### src/core/sc_pkg.sv
// constants for the start/stop generator with collision detection
// assumes a single core clock domain; pins arrive unsynchronised
package sc_pkg;
  localparam int unsigned RELOAD_W       = 7;
  localparam int unsigned STAT_START_BIT = 3;
  localparam int unsigned CTRL_START_BIT = 0;
  localparam int unsigned CTRL_LOW_W     = 5;
  localparam int unsigned BUF_W          = 8;
  localparam logic [6:0]  RELOAD_RST     = 7'h00;
  localparam logic [7:0]  BUF_RST        = 8'h00;
  localparam logic [4:0]  CTRL_RST       = 5'h00;
  localparam logic [1:0]  SETTLE_CNT     = 2'h2;

  typedef enum logic [2:0] {
    ST_IDLE   = 3'b000,
    ST_S_WAIT = 3'b001,
    ST_S_HOLD = 3'b010,
    ST_P_REL  = 3'b011,
    ST_P_HIGH = 3'b100,
    ST_P_SAMP = 3'b101
  } state_t;
endpackage

### src/core/start_stop_gen.sv
// start and stop generator for a shared two-wire bus, with collision detection
// assumes open-drain pins resolved outside; pin levels are asynchronous
`timescale 1ns/10ps
`default_nettype none
module start_stop_gen (
  // clock and reset
  input  wire logic       clk_i,
  input  wire logic       rst_i,
  // software side
  input  wire logic [6:0] rate_reload_field_i,
  input  wire logic       ctrl_we_i,
  input  wire logic [4:0] ctrl_wdata_i,
  input  wire logic       stop_req_i,
  input  wire logic       buf_we_i,
  input  wire logic [7:0] buf_wdata_i,
  input  wire logic       clr_collision_i,
  input  wire logic       clr_write_clash_i,
  output logic [4:0]      master_control_two_o,
  output logic [7:0]      shift_buffer_o,
  output logic            start_seen_o,
  output logic            collision_flag_o,
  output logic            write_clash_flag_o,
  output logic            busy_o,
  // bus pins, open drain
  input  wire logic       sda_i,
  input  wire logic       scl_i,
  output logic            sda_o,
  output logic            sda_oe_o,
  output logic            scl_o,
  output logic            scl_oe_o
);
  sc_pkg::state_t state_q, state_d;
  logic [1:0] sda_s_q, scl_s_q;
  logic [6:0] cnt_q;
  logic [4:0] ctrl_q;
  logic [7:0] buf_q;
  logic       start_seen_q, coll_q, wclash_q, sda_low_q, scl_low_q;
  logic       stop_pend_q;
  logic       scl_up_q;
  logic [1:0] settle_q;

  wire sda_in = sda_s_q[1];
  wire scl_in = scl_s_q[1];
  wire expired = (cnt_q == 7'h00);
  wire start_req = ctrl_q[sc_pkg::CTRL_START_BIT];
  wire in_start = (state_q == sc_pkg::ST_S_WAIT) || (state_q == sc_pkg::ST_S_HOLD)
                  || (state_q == sc_pkg::ST_IDLE && start_req);

  wire start_bad  = (state_q == sc_pkg::ST_IDLE) && start_req && !(sda_in && scl_in);
  wire start_go   = (state_q == sc_pkg::ST_IDLE) && start_req && sda_in && scl_in;
  wire wait_coll  = (state_q == sc_pkg::ST_S_WAIT) && !scl_in;
  // data taken low by another master
  wire wait_early = (state_q == sc_pkg::ST_S_WAIT) && scl_in && !sda_in;
  wire wait_done  = (state_q == sc_pkg::ST_S_WAIT) && scl_in && sda_in && expired;
  // second expiry; clock level ignored here
  wire hold_done  = (state_q == sc_pkg::ST_S_HOLD) && expired;
  wire stop_go    = (state_q == sc_pkg::ST_IDLE) && !start_req && stop_pend_q;
  // release clock once data reads low
  wire rel_done   = (state_q == sc_pkg::ST_P_REL) && !sda_in;
  // clock pulled low while data still held
  wire high_coll  = (state_q == sc_pkg::ST_P_HIGH) && scl_up_q && !scl_in;
  wire high_done  = (state_q == sc_pkg::ST_P_HIGH) && scl_in && expired;
  wire settled    = (settle_q == sc_pkg::SETTLE_CNT);
  wire samp_coll  = (state_q == sc_pkg::ST_P_SAMP) && settled && !sda_in;
  wire samp_done  = (state_q == sc_pkg::ST_P_SAMP) && settled && sda_in;
  wire abort      = start_bad || wait_coll || high_coll || samp_coll;
  wire reload     = start_go || wait_early || wait_done || rel_done
                    || (state_q == sc_pkg::ST_P_HIGH && !scl_in);

  always_comb begin
    state_d = state_q;
    unique case (state_q)
      sc_pkg::ST_IDLE:   if (start_go) state_d = sc_pkg::ST_S_WAIT;
                         else if (stop_go) state_d = sc_pkg::ST_P_REL;
      sc_pkg::ST_S_WAIT: if (wait_coll) state_d = sc_pkg::ST_IDLE;
                         else if (wait_early || wait_done) state_d = sc_pkg::ST_S_HOLD;
      sc_pkg::ST_S_HOLD: if (hold_done) state_d = sc_pkg::ST_IDLE;
      sc_pkg::ST_P_REL:  if (rel_done) state_d = sc_pkg::ST_P_HIGH;
      sc_pkg::ST_P_HIGH: if (high_coll) state_d = sc_pkg::ST_IDLE;
                         else if (high_done) state_d = sc_pkg::ST_P_SAMP;
      sc_pkg::ST_P_SAMP: if (samp_coll || samp_done) state_d = sc_pkg::ST_IDLE;
      default:           state_d = sc_pkg::ST_IDLE;
    endcase
  end

  // pin synchronisers
  always_ff @(posedge clk_i) begin
    sda_s_q <= rst_i ? 2'h3 : {sda_s_q[0], sda_i};
    scl_s_q <= rst_i ? 2'h3 : {scl_s_q[0], scl_i};
  end

  always_ff @(posedge clk_i) begin
    if (rst_i) begin
      state_q <= sc_pkg::ST_IDLE;
      cnt_q   <= sc_pkg::RELOAD_RST;
    end else begin
      state_q <= state_d;
      if (reload) cnt_q <= rate_reload_field_i;
      else if (hold_done) cnt_q <= cnt_q;
      else if (!expired) cnt_q <= cnt_q - 7'h01;
    end
  end

  always_ff @(posedge clk_i) begin
    if (rst_i) begin
      ctrl_q <= sc_pkg::CTRL_RST;
      stop_pend_q <= 1'b0;
    end else begin
      if (ctrl_we_i && !in_start) ctrl_q <= ctrl_wdata_i;
      else if (hold_done || start_bad || wait_coll) ctrl_q[sc_pkg::CTRL_START_BIT] <= 1'b0;
      if (stop_req_i) stop_pend_q <= 1'b1;
      else if (stop_go) stop_pend_q <= 1'b0;
    end
  end

  always_ff @(posedge clk_i) begin
    if (rst_i) begin
      buf_q <= sc_pkg::BUF_RST;
      wclash_q <= 1'b0;
      coll_q <= 1'b0;
    end else begin
      if (buf_we_i && !in_start) buf_q <= buf_wdata_i;
      wclash_q <= (buf_we_i && in_start) || (wclash_q && !clr_write_clash_i);
      coll_q <= abort || (coll_q && !clr_collision_i);
    end
  end

  always_ff @(posedge clk_i) begin
    if (rst_i) begin
      sda_low_q <= 1'b0;
      scl_low_q <= 1'b0;
      start_seen_q <= 1'b0;
    end else begin
      if (wait_early || wait_done) begin
        sda_low_q <= 1'b1;
        start_seen_q <= 1'b1;
      end else if (abort || samp_done) sda_low_q <= 1'b0;
      else if (stop_go) sda_low_q <= 1'b1;
      else if (high_done) sda_low_q <= 1'b0;
      if (samp_done) start_seen_q <= 1'b0;
      if (hold_done) scl_low_q <= 1'b1;
      else if (rel_done || abort) scl_low_q <= 1'b0;
    end
  end

  // clock seen high; released data settles
  always_ff @(posedge clk_i) begin
    if (rst_i) begin
      scl_up_q <= 1'b0;
      settle_q <= 2'h0;
    end else begin
      scl_up_q <= (state_q == sc_pkg::ST_P_HIGH) && (scl_up_q || scl_in);
      settle_q <= (state_q == sc_pkg::ST_P_SAMP) ? settle_q + 2'h1 : 2'h0;
    end
  end

  always_ff @(posedge clk_i) begin
    if (rst_i) begin
      busy_o <= 1'b0;
    end else begin
      busy_o <= (state_d != sc_pkg::ST_IDLE);
    end
  end

  assign master_control_two_o = ctrl_q;
  assign shift_buffer_o = buf_q;
  assign start_seen_o = start_seen_q;
  assign collision_flag_o = coll_q;
  assign write_clash_flag_o = wclash_q;
  assign sda_o = 1'b0;
  assign sda_oe_o = sda_low_q;
  assign scl_o = 1'b0;
  assign scl_oe_o = scl_low_q;
endmodule
`default_nettype wire

### config.mk
export PLATFORM = sky130hd
export DESIGN_NAME = start_stop_gen
export DESIGN_NICKNAME = d
export VERILOG_FILES = /design/src/core/sc_pkg.sv /design/src/core/start_stop_gen.sv
export SDC_FILE = /design/constraint.sdc
export NUM_CORES = 1
export LEC_CHECK = 0
export BUFFER_PORTS_ARGS = -buffer_cell sky130_fd_sc_hd__buf_2
export CORE_MARGIN = 5
export CORE_UTILIZATION = 31
export DETAILED_ROUTE_END_ITERATION = 16
export SYNTH_ARGS = -nofsm -noshare
export SYNTH_HDL_FRONTEND = slang
export SYNTH_SLANG_ARGS = --single-unit
### constraint.sdc
create_clock -name clk_i -period 4 [get_ports clk_i]
set_clock_uncertainty 0.15 [all_clocks]
set_input_delay 0.8 -clock clk_i [delete_from_list [all_inputs] [get_ports clk_i]]
set_output_delay 0.8 -clock clk_i [all_outputs]
set_load 0.1 [all_outputs]
# After elaboration in Yosys (flattened, before gate mapping)
# Index checks and enable logic that the tools add are counted.
# totals
regBits	37
in_bits	29
out_inout_bits	21
wordCells	113
# classes
addsub	2
n_eq_ne	8
mux	23
n_bitwise	1
n_reduce_logical	63
# ops
op	count
1-bit logical AND	28
3-bit 2-to-1 mux	9
7-bit 2-to-1 mux	3
1-bit logical OR	18
3-bit one-hot mux with 6 select lines	1
1-bit 2-to-1 mux	10
1-bit logical NOT	7
7-bit logical NOT	1
7-bit by 1-bit subtractor with 7-bit output, second input constant	1
3-bit by 2-bit equality test with 1-bit output, second input constant	2
3-bit equality test, second input constant	2
2-bit nonzero test	3
2-bit by 1-bit inequality test with 1-bit output, second input constant	2
4-bit nonzero test	1
2-bit OR reduction	2
3-bit by 1-bit equality test with 1-bit output, second input constant	1
3-bit logical NOT	1
3-bit nonzero test	1
2-bit by 1-bit adder with 2-bit output, second input constant	1
2-bit equality test, second input constant	1
2-bit AND reduction	1
1-bit NOT	1

# Longest topological paths before layout
# logic_depth
ltp_word	10
mapped_depth	6
ltp_nobuf	6

# Worst setup path after synthesis
# No wires, ideal clock.
# synth_path
kind	flip-flop to flip-flop
startpoint	reg ctrl_q[0] (netlist: master_control_two_o[0])
endpoint	reg cnt_q[4]
arrival_ns	2.023
required_time_ns	3.729
slack_ns	1.707
path_stages_with_launch	5
path_buffers	0
cell_sequence	dfxtp_1 -> nand4b_1 -> a211o_1 -> o211ai_4 -> mux2_2
# synth_between
elab_chain_len	9
word_cells_on_any_way	11
cone_classes	eq/ne (2); mux (1); reduce/logical (8)
# synth_rtl
item	line_no	rtl
from (decl)	start_stop_gen.sv:35	logic [4:0] ctrl_q;
from (signal assigned)	start_stop_gen.sv:106	ctrl_q <= sc_pkg::CTRL_RST;
from (signal assigned)	start_stop_gen.sv:109	if (ctrl_we_i && !in_start) ctrl_q <= ctrl_wdata_i;
1-bit logical AND * (3 in a row)	start_stop_gen.sv:50	wire start_go = (state_q == sc_pkg::ST_IDLE) && start_req && sda_in && scl_in;
1-bit logical OR * (3 in a row)	start_stop_gen.sv:67	wire reload = start_go || wait_early || wait_done || rel_done
1-bit logical OR *	start_stop_gen.sv:68	|| (state_q == sc_pkg::ST_P_HIGH && !scl_in);
2-bit by 1-bit inequality test with 1-bit output (no source line)	n/a	
2-bit AND reduction (no source line)	n/a	
to (signal assigned)	start_stop_gen.sv:95	cnt_q <= sc_pkg::RELOAD_RST;
to (signal assigned)	start_stop_gen.sv:98	if (reload) cnt_q <= rate_reload_field_i;
to (signal assigned)	start_stop_gen.sv:99	else if (hold_done) cnt_q <= cnt_q;
to (decl)	start_stop_gen.sv:34	logic [6:0] cnt_q;
# Every way passes the cells marked *; elsewhere a longest branch is shown, timed or not.
# A chain may end at the register's enable or synchronous reset.

# Final worst setup path
# layout_path
startpoint	reg ctrl_q[0] (netlist: master_control_two_o[0])
endpoint	out master_control_two_o[0]
# layout_lines
item	line_no	rtl
to (decl)	start_stop_gen.sv:18	output logic [4:0] master_control_two_o,
# No word-level cell between the ends.

==> summary.md <==
| Metric | Value |
|---|---|
| Initial antenna violation count | `0` |
| DP Wirelength | `2.77 mm` |
| Kind of critical path | `reg2out` |
| Ranking of synthesized cells by area | `dfxtp_1 43%, mux2i_1 9.2%, nor2_1 4.8%` |
| Antenna-violating nets left | `0` |
| Endpoints failing hold | `0` |
| Diode count | `0` |
| Die span in x | `84.9 um` |
| WP data arrival | `1.18 ns` |
| # port buffers | `47` |
| Non-filler cells, final | `308` |
| Fmax | `470 MHz` |
| Synth area leader | `dfxtp_1` |
| Post-Place Cells | `300` |
| DRT Wirelength | `3.80 mm` |
| Die area | `7200 um2` |
| Ys flop type | `dfxtp_1` |
| 1st-iter DRT viols | `104` |
| Nets | `266` |
| Worst Max-Slew Pin Slew | `0.552 ns` |
| Sum of negative setup slack | `0 ns` |
| Buffers and inverters on the worst path | `1` |
| RR Startpoint | `cnt_q[0]` |
| PD cells | `714 nW/um2` |
| Crit end category | `primary output` |
| Synthesized area per cell | `9.15 um2` |
| Crit path time final | `2.13 ns` |
| Core ar. | `5470 um2` |
| Slew headroom | `0.632` |
| Syn-to-layout area delta | `23.0%` |
| H-tree Lvls | `2` |
| Number of synthesized flops with an enable pin | `0` |
| Period utilisation layout | `0.532` |
| Setup repair after global routing missed its margin | `no` |
| CTS clk-pin slew, worst paths | `0.07 ns` |
| Initial core utilization | `0.318` |
| Cell area after synthesis | `1740 um2` |
| Register Area | `741 um2` |
| Placer congestion estimate | `0.798` |
| Register-to-Register Path Depth | `6` |
| Global route overflow | `0` |
| DRC violations left | `0` |
| CTS max path bufs | `2` |
| CP delay by family, top | `buffers and inverters` |
| MaxCap Viol Count | `0` |
| Vias | `1478` |
| CTS root buf | `clkbuf_8` |
| Vias in the first global route | `1327` |
| Filler instances | `567` |
| Hold path cells | `1` |
| Largest stage delay, worst path | `0.47 ns` |
| Worst-path cell chain | `buf_2` |
| Required time of the critical path | `3.05 ns` |
| # Post-CTS Setup Buffers | `0` |
| Ys async rst share | `0` |
| Crit start category | `flop` |
| Slowest CP cell | `buf_2` |
| Post_cts resized | `0` |
| R2R Path End | `cnt_q[4]` |
| Setup violations, final | `0` |
| Die height | `84.9 um` |
| Peak supply drop | `0.349 mV` |
| CP max FO | `7` |
| LEAKAGE | `0.955 nW` |
| Yosys warns | `0` |
| Ports | `50` |
| Area of the multi-input gates | `921 um2` |
| CTS Buf Count | `5` |
| Share of cells above drive strength 1 | `0.297` |
| Hold Path Class | `reg2reg` |
| Hold-fix buffers, CTS | `0` |
| Vias per cell | `4.80` |
| DRT Pass-1 Iters | `4` |
| Setup slack on the worst flop-to-flop path | `1.88 ns` |
| Hold endpoint | `scl_s_q[1]` |
| Cell count after synthesis | `190` |
| HP Start | `scl_s_q[0]` |
| Final Max Tran Viols | `0` |
| Clk_lat worst skew | `0.29 ns` |
| Clock Sinks | `37` |
| Share of the synthesized area in the top cell type | `0.426` |
| Wire per inst | `12.3 um` |
| Crit path launch | `master_control_two_o[0]` |
| Pin count of the biggest net entering global routing | `33` |
| FP Rows | `27` |
| Register area share after synthesis | `0.426` |
| CTS tree | `built` |
| GRT Util Overall | `0.108` |
| FF+latch count, synth | `37` |
| First-pass GRT wire length | `6.29 mm` |
| Unique masters post-synth | `52` |
| Outcome | `finished clean` |
-- worst max path at each step --
stage / end / slack [ns] / cells after the start
final: master_control_two_o[0] / 1.87 / 1
after global routing: cnt_q[4] / 1.74 / 6
after CTS: master_control_two_o[0] / 1.86 / 1
after detailed placement: cnt_q[6] / 1.87 / 4
after global placement: cnt_q[6] / 1.89 / 4
after floorplan: cnt_q[4] / 1.71 / 4
-- kinds of logic (layout without fill, tap and decap cells) --
| group | after synthesis | after routing | share of synthesized area |
|---|---|---|---|
| and+or+nand+nor | 80 | 80 | 0.259 |
| DFF | 37 | 37 | 0.426 |
| AOI/OAI and AO/OA | 30 | 30 | 0.125 |
| muxes | 19 | 19 | 0.112 |
| buffers and inverters | 18 | 63 | 0.0461 |
| xor gates and xnor gates | 3 | 3 | 0.0151 |
| adders and majority gates | 2 | 2 | 0.0144 |
| other | 1 | 2 | 0.00216 |
-- metal layers --
metal | GRT usage | up-vias | part of all wire
met5 | 0 | - | 0
met4 | 0.0475 | 0 | 0.011
met3 | 0.0369 | 4 | 0.079
met2 | 0.158 | 61 | 0.45
met1 | 0.144 | 647 | 0.46
li1 | - | 766 | -
-- synthesized netlist by cell type, types with 2 or more instances --
| library cell | number |
|---|---|
| a21oi_1 | 10 |
| buf_2 | 4 |
| buf_4 | 2 |
| clkbuf_1 | 4 |
| dfxtp_1 | 37 |
| ha_1 | 2 |
| inv_1 | 8 |
| mux2_1 | 2 |
| mux2i_1 | 16 |
| nand2_1 | 9 |
| nand2b_1 | 3 |
| nand3_1 | 6 |
| nand4_1 | 2 |
| nand4b_1 | 2 |
| nor2_1 | 22 |
| nor2b_1 | 4 |
| nor3_1 | 9 |
| nor3b_1 | 2 |
| o211ai_1 | 2 |
| o21ai_0 | 3 |
| o21ai_2 | 2 |
| or2_2 | 5 |
| or3b_2 | 2 |
| or4_1 | 2 |
| xnor2_1 | 3 |
-- metrics by stage --
step	cell area (um2)	hold WS [ns]	power, W	utilization	setup slack (ns)
global placement	2020	0.242	0.00119	0.369	1.89
floorplan	1740	0.239	0.00108	-	1.71
global route	2140	0.274	0.00162	0.390	1.74
detailed placement	2020	0.244	0.00119	0.369	1.87
finish	2140	0.260	0.00153	0.390	1.87
CTS	2140	0.262	0.00154	0.390	1.86
-- power breakdown --
group          leakage (nW)  switching, W  internal (W)  total [W]
registers             0.304     0.0000745      0.000437   0.000512
clock network        0.0574      0.000136      0.000203   0.000339
logic                 0.594      0.000462      0.000214   0.000676
total                 0.955      0.000673      0.000854    0.00153
-- sequential cells by signal, summed over array words and instances, names as in the netlist --
name	count
write_clash_flag_o	1
state_q	3
settle_q	2
sda_s_q	2
stop_pend_q	1
busy_o	1
scl_oe_o	1
cnt_q	7
start_seen_o	1
scl_s_q	2
sda_oe_o	1
shift_buffer_o	8
collision_flag_o	1
scl_up_q	1
master_control_two_o	5
-- layout by cell type (no fill, tap or decap), drive strengths merged, types with 6 or more instances in the layout --
cell / instances
a21oi: 10
nor2: 22
clkbuf: 6
dfxtp: 37
mux2i: 16
nand2: 9
inv: 8
buf: 47
nand3: 6
nor3: 10
-- layout make-up --
type / count / share of cell area
well taps: 72 / 0.0422
flip-flops and latches: 37 / 0.347
clock buffers: 6 / 0.0386
multi-input cells: 136 / 0.431
inverters: 8 / 0.0141
clock inverters: 2 / 0.0176
repair buffers: 47 / 0.110
Power figures use the tool's default switching activity.
